--- config.mk ---
export PLATFORM = sky130hd
export DESIGN_NAME = sff_frame_formatter
export DESIGN_NICKNAME = d
export VERILOG_FILES = /design/src/design/sff_timecode_capture.v /design/src/design/sff_lane_tx.v /design/src/design/sff_frame_formatter.v
export VERILOG_INCLUDE_DIRS = /design/src /design/src/design
export SDC_FILE = /design/constraint.sdc
export NUM_CORES = 1
export LEC_CHECK = 0
export ABC_AREA = 0
export BUFFER_PORTS_ARGS = -buffer_cell sky130_fd_sc_hd__buf_2
export CORE_MARGIN = 3
export CORE_UTILIZATION = 60
export DETAILED_ROUTE_END_ITERATION = 10
export PLACE_DENSITY_LB_ADDON = 0.1
export RECOVER_POWER = 100
export SYNTH_ARGS = -nofsm -noshare
export SYNTH_HDL_FRONTEND = slang
export SYNTH_SLANG_ARGS = --single-unit
--- constraint.sdc ---
create_clock -name core_clk_in -period 3.01 [get_ports core_clk_in]
set_clock_uncertainty 0.15 [all_clocks]
set_input_delay 0.602 -clock core_clk_in [delete_from_list [all_inputs] [get_ports core_clk_in]]
set_output_delay 0.602 -clock core_clk_in [all_outputs]
set_load 0.05 [all_outputs]
--- src/design/sff_map.vh ---
`ifndef SFF_MAP_VH
`define SFF_MAP_VH
// ============================================================
// register map (avalon word addresses are byte offsets / 4)
`define SFF_REG_CTRL      4'h0
`define SFF_REG_STATE     4'h1
`define SFF_REG_TAG_LO    4'h2
`define SFF_REG_TAG_HI    4'h3
`define SFF_REG_FRAME_CNT 4'h4
`define SFF_REG_TIMECODE  4'h5
`define SFF_REG_STATUS    4'h6
// ctrl fields
`define SFF_CTRL_ENABLE   0
`define SFF_CTRL_COUNTERS 1
`define SFF_CTRL_VALID    2
`define SFF_CTRL_DECI_LO  4
`define SFF_CTRL_ACC_LO   8
`define SFF_CTRL_FREQ_LO  20
// ============================================================
// header constants
`define SFF_MARKER        8'h5a
`define SFF_VERSION       8'h01
`define SFF_FFT_LEN_LOG2  8'h12
`define SFF_HDR_BYTES     24
`define SFF_BODY_BYTES    32768
`define SFF_VALUES        4096
`define SFF_TIMECODE_BITS 32
// ============================================================
// 8b10b control characters (k flag set)
`define SFF_K28_7         8'hfc
`define SFF_K23_7         8'hf7
// ============================================================
// link and timing
`define SFF_LINE_MBPS     1960
`define SFF_CLK_MHZ       100
`define SFF_RD_LATENCY    1
`endif

--- src/design/sff_timecode_capture.v ---
`include "sff_map.vh"
// ============================================================
// time-code capture: shifts in the signalling bit of each word
module sff_timecode_capture #(
  parameter WORD_BITS = 28,
  parameter TAG_BITS  = 32
) (
  input  wire                 core_clk_in,
  input  wire                 rst_b_in,
  input  wire [WORD_BITS-1:0] word_in,
  input  wire                 word_valid_in,
  output wire [TAG_BITS-1:0]  tag_out
);
  reg [TAG_BITS-1:0] shift_r; // last TAG_BITS signalling bits

  // ============================================================
  // only the msb is used; every other bit of the word is ignored
  always @(posedge core_clk_in or negedge rst_b_in) begin
    if (!rst_b_in) begin
      shift_r <= {TAG_BITS{1'b0}};
    end else if (word_valid_in) begin
      // newest bit lands in bit 0
      shift_r <= {shift_r[TAG_BITS-2:0], word_in[WORD_BITS-1]};
    end
  end

  assign tag_out = shift_r;
endmodule // sff_timecode_capture

--- src/design/sff_lane_tx.v ---
`include "sff_map.vh"
// ============================================================
// lane byte stage: one per polarization, carries byte plus k flag
module sff_lane_tx (
  input  wire       core_clk_in,
  input  wire       rst_b_in,
  input  wire [7:0] byte_in,
  input  wire       is_k_in,
  output reg  [7:0] lane_byte_out,
  output reg        lane_k_out
);
  // ============================================================
  // registered byte; 8b10b coding and serialising sit downstream
  always @(posedge core_clk_in or negedge rst_b_in) begin
    if (!rst_b_in) begin
      lane_byte_out <= `SFF_K23_7; // idle from reset
      lane_k_out    <= 1'b1;
    end else begin
      lane_byte_out <= byte_in;
      lane_k_out    <= is_k_in;
    end
  end
endmodule // sff_lane_tx

--- src/design/sff_frame_formatter.v ---
// Function
// - frame opens with comma k28.7
// - idle k23.7 fills between frames
// - each lane runs one-way at 1960 mbit/s
// - first header byte is marker 5a
// - version byte is 01
// - flags: counters bit0, valid bit1, zeros
// - transform length byte fixed 12
// - state: enable, deci, 00, freq
// - two-byte accumulation count field
// - eight-byte tag passed through unchanged
// - frame counter increments once per frame
// - four bytes of captured time code
// - 32768-byte body, 4096 little-endian values
// - time code from msb of 32 words
// - each path has its own lane
// - freq counts 98 mhz/1024 steps
// - 12-bit accumulation, zero means complex
//
// Decided for this implementation: the register addresses and the Avalon-MM slave port.
`include "sff_map.vh"
module sff_frame_formatter #(
  parameter LANES     = 2,
  parameter WORD_BITS = 28
) (
  input  wire                 core_clk_in,
  input  wire                 rst_b_in,
  // avalon-mm slave
  input  wire [3:0]           avs_address_in,
  input  wire                 avs_read_in,
  input  wire                 avs_write_in,
  input  wire [31:0]          avs_writedata_in,
  input  wire [3:0]           avs_byteenable_in,
  output reg  [31:0]          avs_readdata_out,
  output wire                 avs_waitrequest_out,
  // sample stream for time-code capture
  input  wire [WORD_BITS-1:0] sample_word_in,
  input  wire                 sample_valid_in,
  // body source: one byte per lane per cycle while requested
  input  wire [8*LANES-1:0]   body_byte_in,
  input  wire                 body_ready_in,
  output wire                 body_req_out,
  output wire                 frame_start_out,
  // lane outputs, one byte plus k flag per lane
  output wire [8*LANES-1:0]   lane_byte_out,
  output wire [LANES-1:0]     lane_k_out
);
  // ============================================================
  // states
  localparam ST_IDLE  = 2'd0;
  localparam ST_COMMA = 2'd1;
  localparam ST_HDR   = 2'd2;
  localparam ST_BODY  = 2'd3;
  // line bytes per core cycle is 1960/10/100; downstream gearbox absorbs
  localparam LINE_BYTES_X100 = `SFF_LINE_MBPS / 10;

  // ============================================================
  // registers
  reg  [31:0] ctrl_r;        // enable, flags, deci, accum, freq
  reg  [31:0] tag_lo_r;      // tag bits 31:0
  reg  [31:0] tag_hi_r;      // tag bits 63:32
  reg  [31:0] frame_cnt_r;   // frames emitted
  reg  [31:0] frame_code_r;  // time code latched at frame start
  reg  [1:0]  state_r;       // frame sequencer state
  reg  [1:0]  state_nxt;
  reg  [14:0] cnt_r;         // byte index within header or body
  reg  [14:0] cnt_nxt;
  reg  [31:0] frames_done_r; // status: frames completed
  reg         rd_pend_r;     // read answer pending one cycle
  reg  [7:0]  hdr_byte;      // current header byte
  reg  [8*LANES-1:0] tx_byte; // byte to each lane
  reg         tx_k;           // control character flag
  wire [31:0] timecode;       // live capture
  wire [15:0] state_word;     // packed state field
  wire [7:0]  flags_byte;
  wire [11:0] accum;
  wire [31:0] bus_mask;
  integer     i;

  // ============================================================
  // field extraction
  assign accum = ctrl_r[`SFF_CTRL_ACC_LO +: 12];
  assign flags_byte = {6'h00, ctrl_r[`SFF_CTRL_VALID],
                       ctrl_r[`SFF_CTRL_COUNTERS]};
  // freq counts base steps of 98 mhz/1024, passed as is
  assign state_word = {ctrl_r[`SFF_CTRL_ENABLE],
                     ctrl_r[`SFF_CTRL_DECI_LO +: 3], 2'b00,
                     ctrl_r[`SFF_CTRL_FREQ_LO +: 10]};
  assign bus_mask = {{8{avs_byteenable_in[3]}}, {8{avs_byteenable_in[2]}},
                     {8{avs_byteenable_in[1]}}, {8{avs_byteenable_in[0]}}};

  // ============================================================
  // time-code capture
  sff_timecode_capture #(
    .WORD_BITS (WORD_BITS),
    .TAG_BITS  (`SFF_TIMECODE_BITS)
  ) u_tc (
    .core_clk_in   (core_clk_in),
    .rst_b_in      (rst_b_in),
    .word_in       (sample_word_in),
    .word_valid_in (sample_valid_in),
    .tag_out       (timecode)
  );

  // ============================================================
  // avalon slave: writes zero-wait, reads one wait cycle
  assign avs_waitrequest_out = avs_read_in & ~rd_pend_r;

  always @(posedge core_clk_in or negedge rst_b_in) begin
    if (!rst_b_in) begin
      ctrl_r    <= 32'h0000_0000;
      tag_lo_r  <= 32'h0000_0000;
      tag_hi_r  <= 32'h0000_0000;
      rd_pend_r <= 1'b0;
      avs_readdata_out <= 32'h0000_0000;
    end else begin
      // pending drops after the answering edge
      rd_pend_r <= avs_read_in & ~rd_pend_r;
      if (avs_write_in) begin
        case (avs_address_in)
          `SFF_REG_CTRL: begin
            ctrl_r <= (ctrl_r & ~bus_mask) | (avs_writedata_in & bus_mask);
          end
          `SFF_REG_TAG_LO: begin
            tag_lo_r <= (tag_lo_r & ~bus_mask) |
                        (avs_writedata_in & bus_mask);
          end
          `SFF_REG_TAG_HI: begin
            tag_hi_r <= (tag_hi_r & ~bus_mask) |
                        (avs_writedata_in & bus_mask);
          end
          default: begin
            // read-only or unmapped: write ignored
          end
        endcase
      end
      if (avs_read_in & ~rd_pend_r) begin
        case (avs_address_in)
          `SFF_REG_CTRL:      avs_readdata_out <= ctrl_r;
          `SFF_REG_STATE:     avs_readdata_out <= {16'h0000, state_word};
          `SFF_REG_TAG_LO:    avs_readdata_out <= tag_lo_r;
          `SFF_REG_TAG_HI:    avs_readdata_out <= tag_hi_r;
          `SFF_REG_FRAME_CNT: avs_readdata_out <= frame_cnt_r;
          `SFF_REG_TIMECODE:  avs_readdata_out <= timecode;
          `SFF_REG_STATUS: begin
            avs_readdata_out <= {frames_done_r[29:0], state_r};
          end
          default:            avs_readdata_out <= 32'h0000_0000;
        endcase
      end
    end
  end

  // ============================================================
  // header byte mux, big-endian multi-byte fields
  always @* begin
    case (cnt_r[4:0])
      5'd0:  hdr_byte = `SFF_MARKER;
      5'd1:  hdr_byte = `SFF_VERSION;
      5'd2:  hdr_byte = flags_byte;
      5'd3:  hdr_byte = `SFF_FFT_LEN_LOG2;
      5'd4:  hdr_byte = state_word[15:8];
      5'd5:  hdr_byte = state_word[7:0];
      5'd6:  hdr_byte = {4'h0, accum[11:8]};
      5'd7:  hdr_byte = accum[7:0];
      5'd8:  hdr_byte = tag_hi_r[31:24];
      5'd9:  hdr_byte = tag_hi_r[23:16];
      5'd10: hdr_byte = tag_hi_r[15:8];
      5'd11: hdr_byte = tag_hi_r[7:0];
      5'd12: hdr_byte = tag_lo_r[31:24];
      5'd13: hdr_byte = tag_lo_r[23:16];
      5'd14: hdr_byte = tag_lo_r[15:8];
      5'd15: hdr_byte = tag_lo_r[7:0];
      5'd16: hdr_byte = frame_cnt_r[31:24];
      5'd17: hdr_byte = frame_cnt_r[23:16];
      5'd18: hdr_byte = frame_cnt_r[15:8];
      5'd19: hdr_byte = frame_cnt_r[7:0];
      5'd20: hdr_byte = frame_code_r[31:24];
      5'd21: hdr_byte = frame_code_r[23:16];
      5'd22: hdr_byte = frame_code_r[15:8];
      default: hdr_byte = frame_code_r[7:0];
    endcase
  end

  // ============================================================
  // sequencer next state; body_ready_in is checked only in idle, so the body never stalls
  always @* begin
    state_nxt = state_r;
    cnt_nxt   = cnt_r;
    tx_k      = 1'b1;
    for (i = 0; i < LANES; i = i + 1) begin
      tx_byte[8*i +: 8] = `SFF_K23_7;
    end
    case (state_r)
      ST_IDLE: begin
        if (ctrl_r[`SFF_CTRL_ENABLE] & body_ready_in) begin
          state_nxt = ST_COMMA;
        end
      end
      ST_COMMA: begin
        for (i = 0; i < LANES; i = i + 1) begin
          tx_byte[8*i +: 8] = `SFF_K28_7;
        end
        state_nxt = ST_HDR;
        cnt_nxt   = 15'd0;
      end
      ST_HDR: begin
        tx_k = 1'b0;
        for (i = 0; i < LANES; i = i + 1) begin
          tx_byte[8*i +: 8] = hdr_byte;
        end
        if (cnt_r == `SFF_HDR_BYTES - 1) begin
          state_nxt = ST_BODY;
          cnt_nxt   = 15'd0;
        end else begin
          cnt_nxt = cnt_r + 15'd1;
        end
      end
      ST_BODY: begin
        // source presents little-endian value bytes in order
        tx_k    = 1'b0;
        tx_byte = body_byte_in;
        if (cnt_r == `SFF_BODY_BYTES - 1) begin
          state_nxt = ST_IDLE;
          cnt_nxt   = 15'd0;
        end else begin
          cnt_nxt = cnt_r + 15'd1;
        end
      end
      default: begin
        state_nxt = ST_IDLE;
      end
    endcase
  end

  assign body_req_out    = (state_r == ST_BODY);
  assign frame_start_out = (state_r == ST_COMMA);

  // ============================================================
  // sequencer state and per-frame counters
  always @(posedge core_clk_in or negedge rst_b_in) begin
    if (!rst_b_in) begin
      state_r       <= ST_IDLE;
      cnt_r         <= 15'd0;
      frame_cnt_r   <= 32'h0000_0000;
      frame_code_r  <= 32'h0000_0000;
      frames_done_r <= 32'h0000_0000;
    end else begin
      state_r <= state_nxt;
      cnt_r   <= cnt_nxt;
      // code latched at comma: last bit is the last valid sample before the comma cycle
      if (state_r == ST_COMMA) begin
        frame_code_r <= timecode;
      end
      if ((state_r == ST_BODY) && (state_nxt == ST_IDLE)) begin
        frame_cnt_r   <= frame_cnt_r + 32'h1;
        frames_done_r <= frames_done_r + 32'h1;
      end
    end
  end

  // ============================================================
  // one lane stage per path
  genvar g;
  generate
    for (g = 0; g < LANES; g = g + 1) begin : g_lane
      sff_lane_tx u_lane (
        .core_clk_in   (core_clk_in),
        .rst_b_in      (rst_b_in),
        .byte_in       (tx_byte[8*g +: 8]),
        .is_k_in       (tx_k),
        .lane_byte_out (lane_byte_out[8*g +: 8]),
        .lane_k_out    (lane_k_out[g])
      );
    end
  endgenerate
endmodule // sff_frame_formatter

==> reports/metrics.yaml, run 1 <==
fp.dieW_um: 161
ys_async_sr_fraction_pct: 100
gr-total-overflow: 0
cts_setup_buffers: 0
grt_pass1_vias: 11679
grt_usage_pct: 37.7
cts_root_buf: "clkbuf_16"
drt_iter0_drc: 1576
syn_nets: 1370
critPathLaunch: "avs_address_in[0]"
status: "complete, but fails checks"
totalPowerFinal_w: 0.0140
p_leak_nw: 7.54
crit_chain: "clkbuf_1 -> nand2b_1 -> nor3_1 -> clkbuf_1 -> clkbuf_2 -> a22oi_1 -> a31oi_1 -> a21o_1"
synth_top_cell_by_area: "dfrtp_1"
yosysWarningCount: 0
wl_um: 49000
netlist.area_leader.share_pct: 47.7
setup_viol: 0
utilization_pct: 70.3
initial_core_util_pct: 61.1
gp_congestion: 1.03
failed_checks: "capacitance limit, slew limit"
layout.nets: 1497
maxSlewHeadroom_pct: -51.7
grt_pass1_wl_um: 74100
tightest_slew_ns: 2.27
cts_inserted_buffers: 31
antenna_found_initial: 1
ctsHoldBuffers: 1
critical_path_depth: 8
postRouteAntennaNets: 0
hp-class: "in -> reg"
synth_edf_count: 0
maxCapViolCount: 2
hold_viol: 0
wl_per_cell_um: 28.1
fmax_ghz: 0.346
fin_tns_setup_ns: 0
critPathMaxStageDelay_ns: 1.01
seqPwrFrac_pct: 39.9
swShare_pct: 37.5
rr_endpoint: "frame_cnt_r[27]"
critPathMaxFanout: 22
layout_common_cells: "dfrtp_1 (273), mux2_2 (177), a22oi_1 (98)"
cts_tree: "done"
ff2ff_setup_slack_ns: 0.22
grt_start_max_net_pins: 79
report.final.slew_viol_count: 108
start_kind: "primary input"
cp_top_family: "buffers and inverters"
via_per_inst: 6.80
synthFlopType: "dfrtp_1"
io_pins: 143
critPathCaptureType: "flop"
crit_end: "avs_readdata_out[27]"
cts_max_level: 1
ctsResizeCount: 0
final.setup.worst_slack_ns: 0.118
path_clk_slew_ns: 0.06
clk_path_buf_depth: 3
period_needed_ns: 2.89
layout_commonest_cell: "dfrtp_1"
power_density_mw_per_mm2: 845
die_h_um: 161
cts.sinks: 289
required_ns: 3.37
cp_common_cell: "clkbuf_1"
drc: 0
r2r_start: "cnt_r[3]"
cp_num_buf_inv: 3
cellInternalPower_w: 0.00874
vias: 11854
clkLatencyLatePin_ns: 0.57
synthesis.area_mm2: 0.0144
fin_crit_sh_pct: 96.1
comb_power_share_pct: 32.3
io_buffers: 115
hpwl_um: 35900
clockPowerShare_pct: 27.9
syn_area_per_cell_um2: 11.3
fp-row-count: 56
crit_arrival_ns: 3.25
ys_top_cells_by_area: "dfrtp_1 (48%), mux2_2 (14%), a22oi_1 (5.1%), dfstp_2 (2.7%), xnor2_1 (2.1%)"
ys_types: 68
p_switching_w: 0.00524
synth-seq-area-share_pct: 50.4
rsz0062_at_grt: "no"
crit_type: "in -> reg"
ir_drop_mv: 0.622
syn_inst: 1273
core_area_mm2: 0.0235
dp_slack_ns: 0.265
ys_seq_elements: 289
n_fill_cell: 1789
first_pass_iters: 6
dieArea_mm2: 0.0259
diodes: 0
critical_path.slowest_cell: "clkbuf_1"
drive_above_1_share_pct: 27.0
areaGrowthSynthToFinish_pct: 15.1
reg2reg_depth: 5
## layout make-up
class                   count  area (um^2)  area share, %
flip-flops and latches    289         7250           43.8
multi-input cells         868         6640           40.1
repair buffers            189         1130           6.83
clock buffers              45          918           5.55
well taps                 319          399           2.41
clock inverters            13          136          0.824
inverters                  21         78.8          0.476
## layer usage
| layer | vias to the layer above | global-route usage, % | part of all wire, % | wire length (um) |
|---|---|---|---|---|
| met5 | - | 0 | 0.016 | 8 |
| met4 | 2 | 16.0 | 5.3 | 2570 |
| met3 | 142 | 8.43 | 9.9 | 4870 |
| met2 | 687 | 58.3 | 46 | 22400 |
| met1 | 5964 | 51.7 | 39 | 19100 |
| li1 | 5059 | - | - | - |
## cell usage after synthesis, drive strengths merged (21+ instances only)
master / number
dfrtp: 274
mux2: 178
a22oi: 98
clkbuf: 57
nand2: 57
nand3: 50
nor2: 48
a31oi: 46
buf: 38
a21o: 36
xnor2: 34
nand4: 31
and3: 28
nor3: 28
xor2: 27
a21oi: 21
## worst reg2reg max path, cell delays in order, from the launching register on
cell,delay (ns)
dfrtp_1,0.75
and4_1,0.34
nand4_1,0.29
or4b_1,0.76
nor3_1,0.26
xor2_1,0.17
## cell families after synthesis
logic type / after synthesis / synth area share (%)
buffers and inverters: 116 / 3.39
DFF: 289 / 50.4
xor gates and xnor gates: 61 / 3.72
adders and majority gates: 7 / 0.609
AOI/OAI and AO/OA: 288 / 14.7
muxes: 192 / 14.9
and+or+nand+nor: 320 / 12.2
## stage by stage
step,cells,hold slack (ns),cell area [um^2]
2_1_floorplan,1273,0.156,14400
3_3_place_gp,1685,0.306,15700
3_5_place_dp,1685,0.310,15700
4_1_cts,1744,0.0905,16700
5_1_grt,1744,0.106,16600
6_report,1744,0.0952,16600
## worst min path at each step
stage                        start                           endpoint  cells past startpoint
6_report           body_byte_in[9]  g_lane[1].u_lane.lane_byte_out[1]                      3
5_1_grt            body_byte_in[9]  g_lane[1].u_lane.lane_byte_out[1]                      3
4_1_cts            body_byte_in[9]  g_lane[1].u_lane.lane_byte_out[1]                      3
3_5_place_dp   avs_readdata_out[9]                avs_readdata_out[9]                      1
3_3_place_gp   avs_readdata_out[9]                avs_readdata_out[9]                      1
2_1_floorplan             rst_b_in                          async pin                      0
## power by group through the flow
stage | clock network, W | logic (W) | registers [W]
3_3_place_gp | 0 | 0.00438 | 0.00556
4_1_cts | 0.00392 | 0.00448 | 0.00553
6_report | 0.00389 | 0.00451 | 0.00557
5_1_grt | 0.00409 | 0.00478 | 0.00563
2_1_floorplan | 0 | 0.00260 | 0.00560
3_5_place_dp | 0 | 0.00444 | 0.00559
Power figures use the tool's default switching activity.
==> run 2, diff against run 1 <==
- SYNTH_HIERARCHICAL: default -> 1
==> reports/metrics.yaml, run 2 <==
report.final.slew_viol_count: 75
power_density_mw_per_mm2: 586
met2_length_um: 21600
critPathMaxFanout: 16
wl_um: 48400
grt_start_max_net_pins: 78
wl_per_cell_um: 27.7
rsz0062_at_grt: "no"
initial_core_util_pct: 61.2
failed_checks: "capacitance limit, slew limit"
layout.cells.non_filler: 1746
clkLatencyLatePin_ns: 0.56
p_switching_w: 0.00263
areaGrowthSynthToFinish_pct: 13.9
fin_crit_sh_pct: 95.9
drive_above_1_share_pct: 23.4
hold_viol: 0
die_h_um: 161
seqPwrFrac_pct: 51.5
dr_wl_met3_um: 4820
tightest_slew_ns: 1.88
crit_chain: "clkbuf_1 -> nor4_1 -> clkbuf_1 -> a22oi_1 -> a31oi_1 -> a21o_1"
status: "complete, but fails checks"
core_area_mm2: 0.0235
dr.max_layer_used: "met4"
hp-class: "in -> reg"
critical_path.slowest_cell: "clkbuf_1"
ys_top_cells_by_area: "dfrtp_1 (48%), mux2_2 (11%), a22oi_1 (5.3%), mux2_4 (3.1%), dfstp_2 (2.9%)"
p_leak_nw: 7.40
layout_common_cells: "dfrtp_1 (273), mux2_2 (145), a22oi_1 (102)"
hold_ws_ns: 0.104
fmax_ghz: 0.346
first_pass_iters: 8
fp.dieW_um: 161
cts_root_buf: "clkbuf_16"
cts_inserted_buffers: 30
fp-row-count: 56
io_buffers: 115
placed_area_mm2: 0.0158
start_kind: "primary input"
fin_tns_setup_ns: 0
setup_viol: 0
numPlacedInstances: 1690
post-synth-top-count-cell: "dfrtp_1"
syn_nets: 1354
maxCapViolCount: 1
gp_congestion: 1.03
cts_tree: "done"
ys_types: 72
ir_drop_mv: 0.473
layout.nets: 1501
critical_path_depth: 6
critPathCaptureType: "flop"
drc: 0
crit_arrival_ns: 3.23
maxSlewHeadroom_pct: -25.5
totalPowerFinal_w: 0.00963
comb_power_share_pct: 9.8
drt_iter0_drc: 1630
clockPowerShare_pct: 38.7
synthesis.area_mm2: 0.0144
cellInternalPower_w: 0.00700
ys_async_sr_fraction_pct: 100
yosysWarningCount: 6
layout_commonest_cell: "dfrtp_1"
netlist.area_leader.share_pct: 47.6
syn_area_per_cell_um2: 11.5
grt_pass1_vias: 11386
period_needed_ns: 2.89
cp_num_buf_inv: 2
crit_type: "in -> reg"
reg2reg_depth: 7
fin_area_mm2: 0.0164
path_clk_slew_ns: 0.07
cts_max_level: 1
cp_top_family: "buffers and inverters"
synthFlopType: "dfrtp_1"
io_pins: 143
hold_path_depth: 3
dieArea_mm2: 0.0259
diodes: 0
syn_inst: 1257
synth-seq-area-share_pct: 50.5
clk_path_buf_depth: 3
cp_common_cell: "clkbuf_1"
grt_usage_pct: 37.0
cts.sinks: 290
synth_top_cell_by_area: "dfrtp_1"
postRouteAntennaNets: 0
m1WireLength_um: 19800
ys_seq_elements: 290
via_per_inst: 6.76
synth_commonest_cells: "dfrtp_1 (274), mux2_2 (145), a22oi_1 (102)"
hpwl_um: 35400
swShare_pct: 27.3
synth_edf_count: 0
gr-total-overflow: 0
antenna_found_initial: 0
grt_pass1_wl_um: 72700
vias: 11800
cts_setup_buffers: 0
critPathMaxStageDelay_ns: 0.84
required_ns: 3.35
==> run 2: changes by cell type after synthesis, moves of 11 or more <==
cell / before / now
buf_2: 26 / 13
mux2_4: 0 / 30
nand3_1: 50 / 39
xor2_1: 27 / 43
xnor2_1: 34 / 18
and3_1: 28 / 7
a31oi_1: 46 / 33
inv_1: 20 / 33
mux2_2: 178 / 145
==> run 2: power groups by stage <==
stage | sequential (W) | clock, W | combinational, W
2_1_floorplan | 0.00483 | 0 | 0.000653
3_3_place_gp | 0.00499 | 0 | 0.00103
3_5_place_dp | 0.00500 | 0 | 0.00107
4_1_cts | 0.00494 | 0.00376 | 0.00108
5_1_grt | 0.00499 | 0.00392 | 0.00101
6_report | 0.00496 | 0.00373 | 0.000941
==> run 2: final timing paths <==
| path | from | end | slack [ns] |
|---|---|---|---|
| hold / removal | body_byte_in[0] | g_lane[0].u_lane/lane_byte_out[0] | 0.10 |
| max in group asynchronous | rst_b_in | avs_readdata_out[27] | 0.38 |
| hold reg to reg | avs_readdata_out[21] | avs_readdata_out[21] | 0.32 |
| setup reg to reg | cnt_r[0] | g_lane[1].u_lane/lane_byte_out[0] | 0.14 |
| min in group asynchronous | rst_b_in | avs_readdata_out[5] | 1.01 |
| setup / recovery | avs_address_in[3] | avs_readdata_out[1] | 0.12 |
==> run 2: layout make-up <==
class,count,area [um^2]
clock buffers,48,900
well taps,319,399
repair buffers,194,1110
clock inverters,7,87.6
inverters,34,128
flip-flops and latches,290,7280
multi-input cells,854,6520
fillers,1872,7120
==> run 2: cells by family (layout without fill, tap and decap cells) <==
| group | count (synthesis) | count (layout) | share of synthesized area [%] |
|---|---|---|---|
| compound gates | 300 | 300 | 15.4 |
| xor+xnor | 61 | 61 | 3.71 |
| fa+ha+maj | 7 | 7 | 0.608 |
| buf+inv | 113 | 283 | 3.47 |
| flops | 290 | 290 | 50.5 |
| mux | 187 | 187 | 15.3 |
| simple gates | 299 | 299 | 11.1 |
==> run 2: routing by layer <==
layer | up-vias | track usage [%]
li1 | 5033 | -
met1 | 5966 | 53.7
met2 | 686 | 56.5
met3 | 115 | 7.21
met4 | 0 | 12.6
met5 | - | 0
==> run 2: what timing repair did <==
| action | in CTS | in global routing |
|---|---|---|
| gates resized for setup | 0 | 1 |
| hold buffers | 1 | 0 |
| endpoints found under the setup margin | 0 | 3 |
| endpoints found under the hold margin | 59 | 0 |
==> run 2: per-stage QoR <==
stage	util (%)	worst slack (ns)
after floorplan	-	0.643
after global placement	67.0	0.263
after detailed placement	67.0	0.214
after CTS	71.2	0.226
after global routing	69.8	0.0135
final	69.8	0.124
==> run 2: worst reg2reg max path, stage by stage (launching register included) <==
cell	delay, ns
dfrtp_1	0.44
inv_1	0.09
ha_1	0.41
and2_0	0.37
a32oi_1	0.25
o311ai_0	0.23
nor4_1	0.62
a22oi_1	0.20
==> run 3, diff against run 2 <==
- MAX_ROUTING_LAYER: default -> met4
==> reports/metrics.yaml, run 3 (synthesis gave the netlist of run 2 again) <==
status: "completed"
diodes: 0
cts_max_level: 1
critPathLaunch: "avs_address_in[3]"
gp_congestion: 1.05
fp-row-count: 56
io_pins: 143
tightest_slew_ns: 1.42
crit_chain: "clkbuf_1 -> nor4_1 -> clkbuf_1 -> a222oi_1 -> a31oi_1 -> a21o_1"
fp.dieW_um: 161
layout_commonest_cell: "dfrtp_1"
start_kind: "primary input"
report.final.slew_viol_count: 0
via_per_inst: 6.79
first_pass_iters: 8
final.setup.worst_slack_ns: 0.0763
cts_inserted_buffers: 30
placed_area_mm2: 0.0158
initial_core_util_pct: 61.2
cts.sinks: 290
fmax_ghz: 0.341
fin_crit_sh_pct: 97.5
drt_iter0_drc: 1512
path_clk_slew_ns: 0.06
critPathMaxFanout: 15
clkLatencyLatePin_ns: 0.56
critPathCaptureType: "flop"
crit_arrival_ns: 3.27
hold_viol: 0
hp-class: "in -> reg"
hpwl_um: 36000
cts_setup_buffers: 0
clockPowerShare_pct: 39.2
p_leak_nw: 7.42
dp_slack_ns: 0.207
setup_viol: 0
layout_common_cells: "dfrtp_1 (273), mux2_2 (144), a22oi_1 (102)"
critPathMaxStageDelay_ns: 0.94
ir_drop_mv: 0.598
antenna_found_initial: 0
wl_per_cell_um: 27.6
rsz0062_at_grt: "no"
reg2reg_depth: 10
postRouteAntennaNets: 0
crit_type: "in -> reg"
core_area_mm2: 0.0235
p_switching_w: 0.00263
crit_end: "avs_readdata_out[8]"
cellInternalPower_w: 0.00706
required_ns: 3.35
clk_path_buf_depth: 3
dieArea_mm2: 0.0259
fin_area_mm2: 0.0164
grt_start_max_net_pins: 74
vias: 11895
grt_pass1_wl_um: 73400
maxSlewHeadroom_pct: 5.27
cp_common_cell: "clkbuf_1"
cts_root_buf: "clkbuf_16"
ff2ff_setup_slack_ns: 0.11
swShare_pct: 27.2
maxCapViolCount: 0
rr_endpoint: "g_lane[0].u_lane/lane_byte_out[2]"
drc: 0
areaGrowthSynthToFinish_pct: 14.1
gr-total-overflow: 0
wl_um: 48300
fin_tns_setup_ns: 0
drive_above_1_share_pct: 23.2
ctsResizeCount: 0
critical_path.slowest_cell: "nor4_1"
comb_power_share_pct: 9.7
layout.nets: 1508
power_density_mw_per_mm2: 590
r2r_start: "cnt_r[0]"
grt_usage_pct: 38.3
io_buffers: 115
seqPwrFrac_pct: 51.1
die_h_um: 161
period_needed_ns: 2.93
grt_pass1_vias: 11748
cts_tree: "done"
[run 3: cell types whose count changed in the layout (fill, tap and decap cells not counted), moves of 2 or more]
| cell | delta |
|---|---|
| buf_12 | -3 |
| clkbuf_8 | +3 |
| clkbuf_1 | +5 |
| clkinv_4 | +2 |
| clkinv_2 | -2 |
[run 3: area by class of cell]
cell class                      count  area, um^2
Clock buffer                       47         926
Clock inverter                      8         103
Fill cell                        1836        7100
Inverter                           34         128
Multi-Input combinational cell    854        6510
Sequential cell                   290        7280
Tap cell                          319         399
Timing Repair Buffer              201        1100
[run 3: metal layers]
layer / track usage [%] / vias up / share of wire [%]
met2: 56.9 / 685 / 45
met4: 13.3 / 0 / 4.1
met3: 6.77 / 119 / 9.6
met1: 54.0 / 6035 / 42
met5: - / - / 0
li1: - / 5056 / -
[run 3: worst max-delay path: cells and delay by family]
kind	cells	cell delay, ns
simple gates	1	0.94
buf+inv	2	1.03
compound gates	3	0.69
[run 3: power by group through the flow]
stage	Combinational (W)	Sequential [W]	Clock (W)
floorplan	0.000653	0.00483	0
global placement	0.00104	0.00499	0
detailed placement	0.00107	0.00500	0
CTS	0.00108	0.00494	0.00384
global route	0.00101	0.00498	0.00399
finish	0.000938	0.00496	0.00380
[run 3: worst min path at each step]
stage | startpoint | to | cells past startpoint
finish | body_byte_in[0] | g_lane[0].u_lane/lane_byte_out[0] | 3
global route | body_byte_in[8] | g_lane[1].u_lane/lane_byte_out[0] | 3
CTS | body_byte_in[1] | g_lane[0].u_lane/lane_byte_out[1] | 3
detailed placement | avs_readdata_out[10] | avs_readdata_out[10] | 1
global placement | avs_readdata_out[7] | avs_readdata_out[7] | 1
floorplan | rst_b_in | async pin | 0
[run 3: per-stage QoR]
step / hold WS (ns) / util [%] / std cells / total power, W
2_1_floorplan: 0.156 / - / 1257 / 0.00548
3_3_place_gp: 0.304 / 67.2 / 1697 / 0.00602
3_5_place_dp: 0.310 / 67.2 / 1697 / 0.00607
4_1_cts: 0.0830 / 71.6 / 1753 / 0.00986
5_1_grt: 0.102 / 69.9 / 1753 / 0.00998
6_report: 0.104 / 69.9 / 1753 / 0.00970
[run 3: timing repair]
item	in CTS	in global routing
hold buffers	1	0
hold endpoints to repair	52	0
endpoints found under the setup margin	0	0
